File: src/fps_pkg.sv
package fps_pkg;
  localparam int SETPOINT_W = 10;
  localparam int TIMER_W = 24;
  localparam int CAUSE_W = 10;
  // register byte offsets
  localparam logic [7:0] OFS_CTRL = 8'h00;
  localparam logic [7:0] OFS_SAMPLE = 8'h04;
  localparam logic [7:0] OFS_CHECK = 8'h08;
  localparam logic [7:0] OFS_START_TO = 8'h0C;
  localparam logic [7:0] OFS_OC1_BLANK = 8'h10;
  localparam logic [7:0] OFS_OC2_BLANK = 8'h14;
  localparam logic [7:0] OFS_CEIL_BLANK = 8'h18;
  localparam logic [7:0] OFS_MAX_CYCLES = 8'h1C;
  localparam logic [7:0] OFS_SLEEP_STEPS = 8'h20;
  localparam logic [7:0] OFS_SLEEP_BASE = 8'h24;
  localparam logic [7:0] OFS_STATUS = 8'h28;
  localparam logic [7:0] OFS_LEVELS = 8'h2C;
  // field positions
  localparam int CTRL_BURST_UV_BIT = 0;
  localparam int CTRL_OVP_AR_BIT = 1;
  localparam int CTRL_PEAK_AR_BIT = 2;
  localparam int LEV1_LSB = 0;
  localparam int LEV2_LSB = 10;
  localparam int CEIL_LSB = 20;
  localparam int STAT_STATE_LSB = 16;
  localparam int CAUSE_INPUT_OV = 0;
  localparam int CAUSE_START_TO = 1;
  localparam int CAUSE_SHUNT = 2;
  localparam int CAUSE_OC1 = 3;
  localparam int CAUSE_OC2 = 4;
  localparam int CAUSE_CEIL = 5;
  localparam int CAUSE_PEAK = 6;
  localparam int CAUSE_OUT_UV = 7;
  localparam int CAUSE_OUT_OV = 8;
  localparam int CAUSE_SHORT = 9;
  // reset values
  localparam logic [2:0] RST_CTRL = 3'h0;
  localparam logic [15:0] RST_SAMPLE = 16'h0064;
  localparam logic [23:0] RST_CHECK = 24'h00C350;
  localparam logic [23:0] RST_START_TO = 24'h0F4240;
  localparam logic [23:0] RST_OC1_BLANK = 24'h030D40;
  localparam logic [23:0] RST_OC2_BLANK = 24'h0186A0;
  localparam logic [23:0] RST_CEIL_BLANK = 24'h00C350;
  localparam logic [7:0] RST_MAX_CYCLES = 8'h10;
  localparam logic [7:0] RST_SLEEP_STEPS = 8'h04;
  localparam logic [23:0] RST_SLEEP_BASE = 24'h0186A0;
  // ceiling 0x3FF, level two 0x2EE, level one 0x2BC packed into one word
  localparam logic [29:0] RST_LEVELS = 30'h3FFBBABC;

  typedef enum logic [1:0] {ST_RUN, ST_SLEEP, ST_LATCH, ST_BROWNIN} fps_mode_e;

  typedef struct packed {
    logic psel;
    logic penable;
    logic pwrite;
    logic [7:0] paddr;
    logic [31:0] pwdata;
  } fps_apb_req_s;

  typedef struct packed {
    logic pready;
    logic pslverr;
    logic [31:0] prdata;
  } fps_apb_rsp_s;

  typedef struct packed {
    logic input_overvoltage_cmp;
    logic brown_in_ok;
    logic peak_cmp;
    logic aux_under_cmp;
    logic aux_over_cmp;
    logic demag;
    logic ls_on;
    logic hs_on;
    logic hs_pulse_start;
    logic hb_cycle_end;
    logic zero_cross;
    logic burst;
    logic wake;
    logic startup_request;
    logic startup_done;
  } fps_sense_s;

  typedef struct packed {
    logic [SETPOINT_W-1:0] fb_setpoint;
    logic [SETPOINT_W-1:0] startup_setpoint;
    logic [15:0] first_pulse_on_limit;
  } fps_loop_s;

  typedef struct packed {
    fps_mode_e mode;
    logic [2:0] ctrl;
    logic [15:0] sample_period;
    logic [TIMER_W-1:0] check_limit;
    logic [TIMER_W-1:0] start_to_limit;
    logic [TIMER_W-1:0] oc1_blank;
    logic [TIMER_W-1:0] oc2_blank;
    logic [TIMER_W-1:0] ceil_blank;
    logic [7:0] max_cycles;
    logic [7:0] sleep_steps;
    logic [TIMER_W-1:0] sleep_base;
    logic [29:0] levels;
    logic [CAUSE_W-1:0] cause;
    logic [15:0] sample_cnt;
    logic startup;
    logic check_done;
    logic [TIMER_W-1:0] check_cnt;
    logic st_running;
    logic [TIMER_W-1:0] st_cnt;
    logic first_armed;
    logic [15:0] on_cnt;
    logic [TIMER_W-1:0] oc1_cnt;
    logic [TIMER_W-1:0] oc2_cnt;
    logic [TIMER_W-1:0] ceil_cnt;
    logic [7:0] nozc_cnt;
    logic [7:0] step_cnt;
    logic [TIMER_W-1:0] base_cnt;
    logic restart;
    logic [SETPOINT_W-1:0] setpoint;
    logic [31:0] prdata;
  } fps_state_s;
endpackage

File: src/fps_supervisor.sv
`timescale 1ns/10ps
module fps_supervisor
  import fps_pkg::*;
(
  input wire logic ref_clk_i, // controller clock
  input wire logic rst_n_i, // supply lockout reset
  input wire fps_pkg::fps_apb_req_s apb_i, // apb request
  output fps_pkg::fps_apb_rsp_s apb_o, // apb answer
  input wire fps_pkg::fps_sense_s sense_i, // comparators and phase flags
  input wire fps_pkg::fps_loop_s loop_i, // control loop set-points
  output logic gate_enable_o, // both gate drivers may switch
  output logic auto_restart_o, // in auto-restart sleep
  output logic latch_mode_o, // latched off
  output logic brown_in_mode_o, // bang-bang brown-in wait
  output logic restart_o, // pulse: sleep over, restart
  output logic burst_start_o, // burst on-frame may start
  output logic [fps_pkg::SETPOINT_W-1:0] current_setpoint_o // clamped set-point
);
  import fps_pkg::*;

  fps_state_s st;
  fps_state_s next_st;

  logic run;
  logic sample_tick;
  logic aux_window;
  logic uv_allowed;
  logic [SETPOINT_W-1:0] lev1;
  logic [SETPOINT_W-1:0] lev2;
  logic [SETPOINT_W-1:0] ceil;
  logic [CAUSE_W-1:0] fault;
  logic latch_fault;
  logic ar_fault;
  logic apb_setup;
  logic apb_write;
  logic mapped;
  logic base_wrap;

  assign lev1 = st.levels[LEV1_LSB +: SETPOINT_W];
  assign lev2 = st.levels[LEV2_LSB +: SETPOINT_W];
  assign ceil = st.levels[CEIL_LSB +: SETPOINT_W];
  assign run = (st.mode == ST_RUN);
  assign sample_tick = (st.sample_cnt + 16'h0001 >= st.sample_period);
  assign aux_window = sense_i.demag && sense_i.ls_on;
  // burst undervoltage only when software allows it
  assign uv_allowed = !sense_i.burst || st.ctrl[CTRL_BURST_UV_BIT];
  assign base_wrap = (st.base_cnt + 24'h000001 >= st.sleep_base);

  always_comb begin
    fault = '0;
    fault[CAUSE_INPUT_OV] = sample_tick && sense_i.input_overvoltage_cmp;
    fault[CAUSE_START_TO] = st.startup && st.st_running && (st.st_cnt >= st.start_to_limit)
      && !(loop_i.fb_setpoint < loop_i.startup_setpoint);
    fault[CAUSE_SHUNT] = st.first_armed && sense_i.hs_on
      && (st.on_cnt >= loop_i.first_pulse_on_limit);
    fault[CAUSE_OC1] = (st.oc1_cnt >= st.oc1_blank) && (st.setpoint > lev1);
    fault[CAUSE_OC2] = (st.oc2_cnt >= st.oc2_blank) && (st.setpoint > lev2);
    fault[CAUSE_CEIL] = (st.ceil_cnt >= st.ceil_blank) && (loop_i.fb_setpoint > ceil);
    fault[CAUSE_PEAK] = sense_i.peak_cmp;
    fault[CAUSE_OUT_UV] = aux_window && sense_i.aux_under_cmp && uv_allowed;
    fault[CAUSE_OUT_OV] = aux_window && sense_i.aux_over_cmp;
    fault[CAUSE_SHORT] = st.startup && (st.nozc_cnt > st.max_cycles);
    if (!run) begin
      fault = '0;
    end
  end

  // latch reasons win over restart reasons seen in the same cycle
  assign latch_fault = (fault[CAUSE_PEAK] && !st.ctrl[CTRL_PEAK_AR_BIT])
    || (fault[CAUSE_OUT_OV] && !st.ctrl[CTRL_OVP_AR_BIT]);
  assign ar_fault = |fault;

  assign apb_setup = apb_i.psel && !apb_i.penable;
  assign apb_write = apb_i.psel && apb_i.penable && apb_i.pwrite;
  assign mapped = (apb_i.paddr[1:0] == 2'h0) && (apb_i.paddr <= OFS_LEVELS);

  always_comb begin
    next_st = st;
    next_st.restart = 1'b0;
    next_st.cause = st.cause | fault;
    // register writes; status bits clear on write-one, new faults still win
    if (apb_write) begin
      case (apb_i.paddr)
        OFS_CTRL: next_st.ctrl = apb_i.pwdata[2:0];
        OFS_SAMPLE: next_st.sample_period = apb_i.pwdata[15:0];
        OFS_CHECK: next_st.check_limit = apb_i.pwdata[TIMER_W-1:0];
        OFS_START_TO: next_st.start_to_limit = apb_i.pwdata[TIMER_W-1:0];
        OFS_OC1_BLANK: next_st.oc1_blank = apb_i.pwdata[TIMER_W-1:0];
        OFS_OC2_BLANK: next_st.oc2_blank = apb_i.pwdata[TIMER_W-1:0];
        OFS_CEIL_BLANK: next_st.ceil_blank = apb_i.pwdata[TIMER_W-1:0];
        OFS_MAX_CYCLES: next_st.max_cycles = apb_i.pwdata[7:0];
        OFS_SLEEP_STEPS: next_st.sleep_steps = apb_i.pwdata[7:0];
        OFS_SLEEP_BASE: next_st.sleep_base = apb_i.pwdata[TIMER_W-1:0];
        OFS_STATUS: next_st.cause = (st.cause & ~apb_i.pwdata[CAUSE_W-1:0]) | fault;
        OFS_LEVELS: next_st.levels = apb_i.pwdata[29:0];
        default: next_st.ctrl = st.ctrl;
      endcase
    end
    // read data latched in the setup cycle, stable through access
    if (apb_setup) begin
      case (apb_i.paddr)
        OFS_CTRL: next_st.prdata = {29'h0, st.ctrl};
        OFS_SAMPLE: next_st.prdata = {16'h0, st.sample_period};
        OFS_CHECK: next_st.prdata = {8'h0, st.check_limit};
        OFS_START_TO: next_st.prdata = {8'h0, st.start_to_limit};
        OFS_OC1_BLANK: next_st.prdata = {8'h0, st.oc1_blank};
        OFS_OC2_BLANK: next_st.prdata = {8'h0, st.oc2_blank};
        OFS_CEIL_BLANK: next_st.prdata = {8'h0, st.ceil_blank};
        OFS_MAX_CYCLES: next_st.prdata = {24'h0, st.max_cycles};
        OFS_SLEEP_STEPS: next_st.prdata = {24'h0, st.sleep_steps};
        OFS_SLEEP_BASE: next_st.prdata = {8'h0, st.sleep_base};
        OFS_STATUS: next_st.prdata = {14'h0, st.mode, 6'h0, st.cause};
        OFS_LEVELS: next_st.prdata = {2'h0, st.levels};
        default: next_st.prdata = 32'h0000_0000;
      endcase
    end

    next_st.sample_cnt = sample_tick ? 16'h0000 : st.sample_cnt + 16'h0001;
    // clamp requested set-point at the ceiling
    next_st.setpoint = (loop_i.fb_setpoint > ceil) ? ceil : loop_i.fb_setpoint;
    next_st.oc1_cnt = (st.setpoint > lev1) ? st.oc1_cnt + 24'h000001 : '0;
    next_st.oc2_cnt = (st.setpoint > lev2) ? st.oc2_cnt + 24'h000001 : '0;
    next_st.ceil_cnt = (loop_i.fb_setpoint > ceil) ? st.ceil_cnt + 24'h000001 : '0;

    if (sense_i.startup_request) begin
      next_st.startup = 1'b1;
      next_st.st_running = 1'b0;
      next_st.st_cnt = '0;
      next_st.check_cnt = '0;
      next_st.check_done = 1'b0;
      next_st.first_armed = 1'b1;
      next_st.on_cnt = '0;
      next_st.nozc_cnt = '0;
    end else if (st.startup) begin
      if (sense_i.startup_done) begin
        next_st.startup = 1'b0;
        next_st.st_running = 1'b0;
        next_st.first_armed = 1'b0;
      end
      if (sense_i.hs_pulse_start || st.st_running) begin
        next_st.st_running = !sense_i.startup_done;
        next_st.st_cnt = st.st_running ? st.st_cnt + 24'h000001 : '0;
      end
      if (!st.check_done) begin
        next_st.check_cnt = st.check_cnt + 24'h000001;
        if (st.check_cnt >= st.check_limit) begin
          next_st.check_done = 1'b1;
        end
      end
      if (st.first_armed) begin
        // a pulse already running at the request is not the first pulse
        if (sense_i.hs_on && (st.on_cnt != 16'h0000 || sense_i.hs_pulse_start)) begin
          next_st.on_cnt = st.on_cnt + 16'h0001;
        end else if (st.on_cnt != 16'h0000) begin
          next_st.first_armed = 1'b0;
        end
      end
      if (sense_i.zero_cross) begin
        next_st.nozc_cnt = '0;
      end else if (sense_i.hb_cycle_end && st.nozc_cnt != 8'hFF) begin
        next_st.nozc_cnt = st.nozc_cnt + 8'h01;
      end
    end

    case (st.mode)
      ST_RUN: begin
        if (latch_fault) begin
          next_st.mode = ST_LATCH;
        end else if (ar_fault) begin
          next_st.mode = ST_SLEEP;
          next_st.step_cnt = '0;
          next_st.base_cnt = '0;
          next_st.ceil_cnt = '0;
          next_st.startup = 1'b0;
        end else if (st.startup && !st.check_done && st.check_cnt >= st.check_limit
            && (!sense_i.brown_in_ok || sense_i.input_overvoltage_cmp)) begin
          next_st.mode = ST_BROWNIN;
          next_st.startup = 1'b0;
        end
      end
      ST_SLEEP: begin
        next_st.ceil_cnt = '0;
        next_st.base_cnt = base_wrap ? '0 : st.base_cnt + 24'h000001;
        if (base_wrap) begin
          next_st.step_cnt = st.step_cnt + 8'h01;
          if (st.step_cnt + 8'h01 >= st.sleep_steps) begin
            next_st.mode = ST_RUN;
            next_st.restart = 1'b1;
          end
        end
      end
      ST_LATCH: begin
        next_st.mode = ST_LATCH;
      end
      ST_BROWNIN: begin
        if (sense_i.brown_in_ok && !sense_i.input_overvoltage_cmp) begin
          next_st.mode = ST_RUN;
        end
      end
      default: next_st.mode = ST_LATCH;
    endcase
  end

  always_ff @(posedge ref_clk_i or negedge rst_n_i) begin
    if (!rst_n_i) begin
      st <= '0;
      st.mode <= ST_RUN;
      st.ctrl <= RST_CTRL;
      st.sample_period <= RST_SAMPLE;
      st.check_limit <= RST_CHECK;
      st.start_to_limit <= RST_START_TO;
      st.oc1_blank <= RST_OC1_BLANK;
      st.oc2_blank <= RST_OC2_BLANK;
      st.ceil_blank <= RST_CEIL_BLANK;
      st.max_cycles <= RST_MAX_CYCLES;
      st.sleep_steps <= RST_SLEEP_STEPS;
      st.sleep_base <= RST_SLEEP_BASE;
      st.levels <= RST_LEVELS;
    end else begin
      st <= next_st;
    end
  end

  assign apb_o.pready = 1'b1;
  assign apb_o.pslverr = apb_i.psel && apb_i.penable && !mapped;
  assign apb_o.prdata = st.prdata;
  assign gate_enable_o = run;
  assign auto_restart_o = (st.mode == ST_SLEEP);
  assign latch_mode_o = (st.mode == ST_LATCH);
  assign brown_in_mode_o = (st.mode == ST_BROWNIN);
  assign restart_o = st.restart;
  assign current_setpoint_o = st.setpoint;
  // frame start held off while the input is over range
  assign burst_start_o = run && sense_i.wake && !sense_i.input_overvoltage_cmp;
endmodule
File: config.mk
export PLATFORM = sky130hd
export DESIGN_NAME = fps_supervisor
export DESIGN_NICKNAME = d
export VERILOG_FILES = /design/src/fps_pkg.sv /design/src/fps_supervisor.sv
export SDC_FILE = /design/constraint.sdc
export NUM_CORES = 1
export LEC_CHECK = 0
export BUFFER_PORTS_ARGS = -buffer_cell sky130_fd_sc_hd__buf_2
export CAP_MARGIN = 15
export CORE_AREA = 3 3 217 219
export CTS_CLUSTER_DIAMETER = 100
export CTS_CLUSTER_SIZE = 14
export DETAILED_ROUTE_END_ITERATION = 6
export DIE_AREA = 0 0 220 222
export PLACE_DENSITY = 0.77
export SYNTH_ARGS = -nofsm -noshare
export SYNTH_HDL_FRONTEND = slang
export SYNTH_SLANG_ARGS = --single-unit
File: constraint.sdc
create_clock -name ref_clk_i -period 9.2 [get_ports ref_clk_i]
set_clock_uncertainty 0.15 [all_clocks]
set_input_delay 0.92 -clock ref_clk_i [delete_from_list [all_inputs] [get_ports ref_clk_i]]
set_output_delay 0.92 -clock ref_clk_i [all_outputs]
set_load 0.05 [all_outputs]
* Word level (Yosys, flattened, before mapping)
Index checks and enable logic that the tools add are counted.
** Word-level totals
- Output and inout bits :: 50
- Logic and storage cells :: 204
- Register bits :: 460
- Input bits :: 96
** Cells by class
- Multiplexer cells :: 48
- $lt $le $gt $ge :: 15
- Equality and inequality tests :: 22
- Bitwise logic cells :: 4
- Reductions and logical operators :: 75
- $add $sub $neg :: 10
** Operators by type and width (count)
- $pmux 30 s12 :: 1
- $mux 24 :: 7
- $add 24x1->24 const B :: 6
- $ge 24x24->1 :: 6
- $mux 68 :: 2
- $mux 32 :: 2
- $pmux 32 s2 :: 1
- $mux 25 :: 2
- $pmux 24 s2 :: 1
- $mux 10 :: 4
- $mux 8 :: 5
- $add 16x1->16 const B :: 2
- $eq 8x5->1 const B :: 4
- $eq 8x6->1 const B :: 4
- $ge 16x16->1 :: 2
- $mux 16 :: 2
- $gt 10x10->1 :: 3
- $reduce_and 2->1 :: 15
- $logic_and 1x1->1 :: 29
- $or 10x10->10 :: 2
- $mux 17 :: 1
- $add 8x1->8 const B :: 2
- $eq 8x4->1 const B :: 2
- $reduce_bool 16->1 :: 1
- 25 further kinds :: 68

* Longest topological paths before layout
- Depth in word-level cells :: 11
- Mapped depth :: 18
- Gate-level depth less buffers :: 16

* Least setup slack after synthesis
No wires, ideal clock.
- Kind :: flip-flop to flip-flop
- From :: register st[43] (netlist name)
- To :: register st[59] (netlist name)
- Arrival time :: 3804 ps
- Library setup time :: 87 ps
- Buffers on the path :: 0
- Data required time :: 8963 ps
- Period minus slack after synthesis :: 4041 ps
- Cell stages (with the launch flop) :: 16
- Slack :: 5159 ps
- Path through :: dfrtp_1 -> ha_1 -> nand2_1 -> or3_1 -> nor3_2 -> and3_1 -> nor2_1 -> or2_2 -> ha_1 -> a21o_1 -> a2111oi_2 -> o2111ai_1 -> o31ai_2 -> inv_1 -> or3_1 -> o211ai_1
** On the way
- Word-level cells in the longest chain between the ends :: 4
** Ends and longest elaborated chain
- start, declared :: line fps_supervisor.sv:21 : fps_state_s st;
- start signal, assigned :: line fps_supervisor.sv:220 : st <= next_st;
- $add 24x1->24 * :: line fps_supervisor.sv:47, fps_supervisor.sv:183
- $ge 24x24->1 :: line fps_supervisor.sv:47 : assign base_wrap = (st.base_cnt + 24'h000001 >= st.sleep_base);
- $mux 24 * :: line fps_supervisor.sv:183 : next_st.base_cnt = base_wrap ? '0 : st.base_cnt + 24'h000001;
- $pmux 32 s2 * :: line fps_supervisor.sv:165 : case (st.mode)
Every way passes the cells marked *; elsewhere a longest branch is shown, timed or not.
A chain may end at the register's enable or synchronous reset.

* Worst setup path after layout
- From :: register st[43] (netlist name)
- To :: register st[71] (netlist name)
** On the way
- Word-level cells in the longest chain between the ends :: 4
** Ends and longest elaborated chain (line)
- $add 24x1->24 :: fps_supervisor.sv:47
- $ge 24x24->1 :: fps_supervisor.sv:47
- $ne 2x1->1 (no line)
- $reduce_and 4->1 (no line)
No other way between the ends.

==> out/results.txt <==
Outcome - completed
Total Die Area - 48800 um^2
Count of boundary I/O pins - 146
Area taken by multi-input logic gates - 13800 um^2
Antenna-violating nets left - 0
Shortest period the worst path allows - 5.01 ns
Series of cell instances along the critical path - ha_1, nand2_1, or3_1, nor3_2, and3_1, nor2_1, or2_2, ha_1, a21o_1, a2111oi_2, o2111ai_1, o31ai_1, nor2_1, a21oi_1, a41oi_1
Maximum achievable frequency - 200 MHz
Overall Power - 4220 uW
Quantity of hold-fixing buffers added after cts - 0
Final non-filler cell area - 29300 um^2
Synth area leaders - sky130_fd_sc_hd__dfrtp_1 36%, sky130_fd_sc_hd__ha_1 11%, sky130_fd_sc_hd__mux2_2 9.1%
Chip height - 222 um
Setup WS post-layout - 4.19 ns
Maximum level of the CTS H-tree - 2
Post_cts resized - 0
Number of enable flip-flop cells after synthesis - 0
Final Hold Viols - 0
Final clock period utilization by the worst path - 54.4%
Final Max Tran Viols - 0
Slew at the pin with the worst max-slew slack - 1.22 ns
Clock slew seen by the registers of the worst setup and hold paths - 0.07 ns
Number of clock sinks seen by CTS - 458
Final TNS setup - 0 ns
Maximum root-to-sink buffer count - 3
Most frequent cells in the layout - 393 x sky130_fd_sc_hd__dfrtp_1, 277 x sky130_fd_sc_hd__inv_1, 242 x sky130_fd_sc_hd__ha_1
Number of failing setup endpoints in the final timing report - 0
Core Region - 45300 um^2
Remaining DRCs - 0
Worst min-delay path category - input port to asynchronous set/reset pin
Setup slack after placement - 4.28 ns
Family with the most delay on the worst path - compound AO/OA/AOI/OAI gates
Routed WL - 75200 um
Detailed-router iteration count before antenna repair - 6
Area taken by flip-flops and latches - 11500 um^2
Clock root buffer - sky130_fd_sc_hd__clkbuf_16
Portion of the post-synthesis area used by sequential elements - 42.7%
Hold WS - 0.181 ns
Crit path buf inv count - 0
Largest fanout of any net on the critical path - 8
Cts bufs inserted - 38
Required time worst endpoint - 9.48 ns
Global-route wire length before repair - 116000 um
Worst setup path class - flop to flop
Number of global-route vias before repair - 21200
Via count - 21300
Buffer count from post-CTS setup fixing - 0
Synth warn - 0
Initial antenna violation count - 2
Fraction of final layout cells sized beyond drive strength 1 - 19.5%
Most frequent standard cell in the layout excluding fill and tap cells - sky130_fd_sc_hd__dfrtp_1
Leakage power total - 0.0139 uW
# Max-Cap Violations - 0
Pin count of the biggest net entering global routing - 177
Register-to-register setup slack - 4.19 ns
Post-synth top area share - 36.4%
Per-cell via count in the routed design - 6.24
Area of placed instances - 28100 um^2
Slew HR - 18.2%
Unrepaired setup endpoints after global routing - false
Nature of the critical path endpoint - flop
Overflow after GRT - 0
Element type at the critical path start - flop
Post-synth top area cell - sky130_fd_sc_hd__dfrtp_1
Number of distinct library cell variants in the gate-level netlist after synthesis - 76
Pwr per Cell Area - 144 nW/um^2
Global placer's final weighted congestion - 0.930
Cell with the largest stage delay on the worst path - sky130_fd_sc_hd__o31ai_1
Cells after synthesis - 2701
Worst-Skew Late Latency - 0.57 ns
Area Growth Syn to Fin - 8.36%
Net total in the final layout - 3123
Clock tree from TritonCTS - done
DR WL/cell - 22.0 um
GRT Resource Usage Total - 30.3%
Detailed placer's ending HPWL - 55000 um
Fill cell count - 3601
Buffers on Ports - 140
DRC marker count from the first detailed-route iteration - 2056
Mapped cell area - 27000 um^2
Count of state elements after synthesis - 458
Starting density of the core - 59.7%
Horizontal extent of the die - 220 um
Synth async-reset ratio - 100%
Delay of the slowest cell on the worst path - 0.66 ns
Top_reg_cell synth - sky130_fd_sc_hd__dfrtp_1
Cell Rows - 78
Arrival time worst endpoint - 5.29 ns
Mean Syn Cell Area - 10.0 um^2
Highest ir drop seen on vdd - 0.113 mV
-- power breakdown --
part,switching [uW],internal [uW]
Sequential,65.8,2070
Clock,760,858
Combinational,315,155
Total,1140,3080
-- cell usage after synthesis (all sizes together), types with 12 or more instances --
library cell  count
dfrtp           393
inv             278
ha              242
mux2            218
nor2            207
nand2           201
o21ai           113
a21oi           108
nand3            99
clkbuf           71
xnor2            70
xor2             66
dfstp            65
nand4            60
buf              53
a21o             49
and3             40
a221oi           36
nor2b            34
a22o             33
a31oi            30
a22oi            29
nor3             26
or3              20
nand2b           15
a211oi           14
nor4             13
and4             12
-- state kept, by name (all words and copies together) (netlist names) --
| register | count |
|---|---|
| lev1 | 10 |
| restart_o | 1 |
| lev2 | 10 |
| ceil | 10 |
| current_setpoint_o | 10 |
| apb_o | 30 |
| st | 387 |
-- layer usage --
layer  GRT usage, %  routed length, um
met4           11.9               3380
met5              0                  0
met3           4.49               5280
met1           40.5              30900
met2           49.8              35700
-- through the flow --
step                      std cells  utilization, %
final                          3417            64.7
after global routing           3415            64.7
after CTS                      3411            64.5
after detailed placement       3342            62.0
after global placement         3341            62.0
after floorplan                2702               -
-- kinds of logic after synthesis --
family          count (synthesis)  share of synthesized area (%)
simple gates                  755                           14.1
flops                         458                           42.7
compound gates                486                           12.1
fa+ha+maj                     242                           11.2
xor+xnor                      136                           4.40
buf+inv                       402                           6.37
mux                           220                           9.15
other cells                     2                         0.0278
-- cell type report --
type	instances	share of cell area, %
flip-flops and latches	458	39.4
well taps	600	2.56
inverters	278	3.56
clock buffers	68	3.85
repair buffers	167	3.35
multi-input cells	1842	47.2
diodes	3	0.0256
clock inverters	1	0.102
-- final timing paths --
check	startpoint	depth (start not counted)	end
worst max-delay path	st[43]	15	st[71]
worst min-delay path	rst_n_i	1	st[191]
worst max register to register	st[43]	15	st[71]
worst min register to register	apb_o[27]	2	apb_o[27]
max in group asynchronous	rst_n_i	2	st[318]
min in group ref_clk_i	apb_o[27]	2	apb_o[27]
No activity file was read; power rests on OpenSTA's default activity.
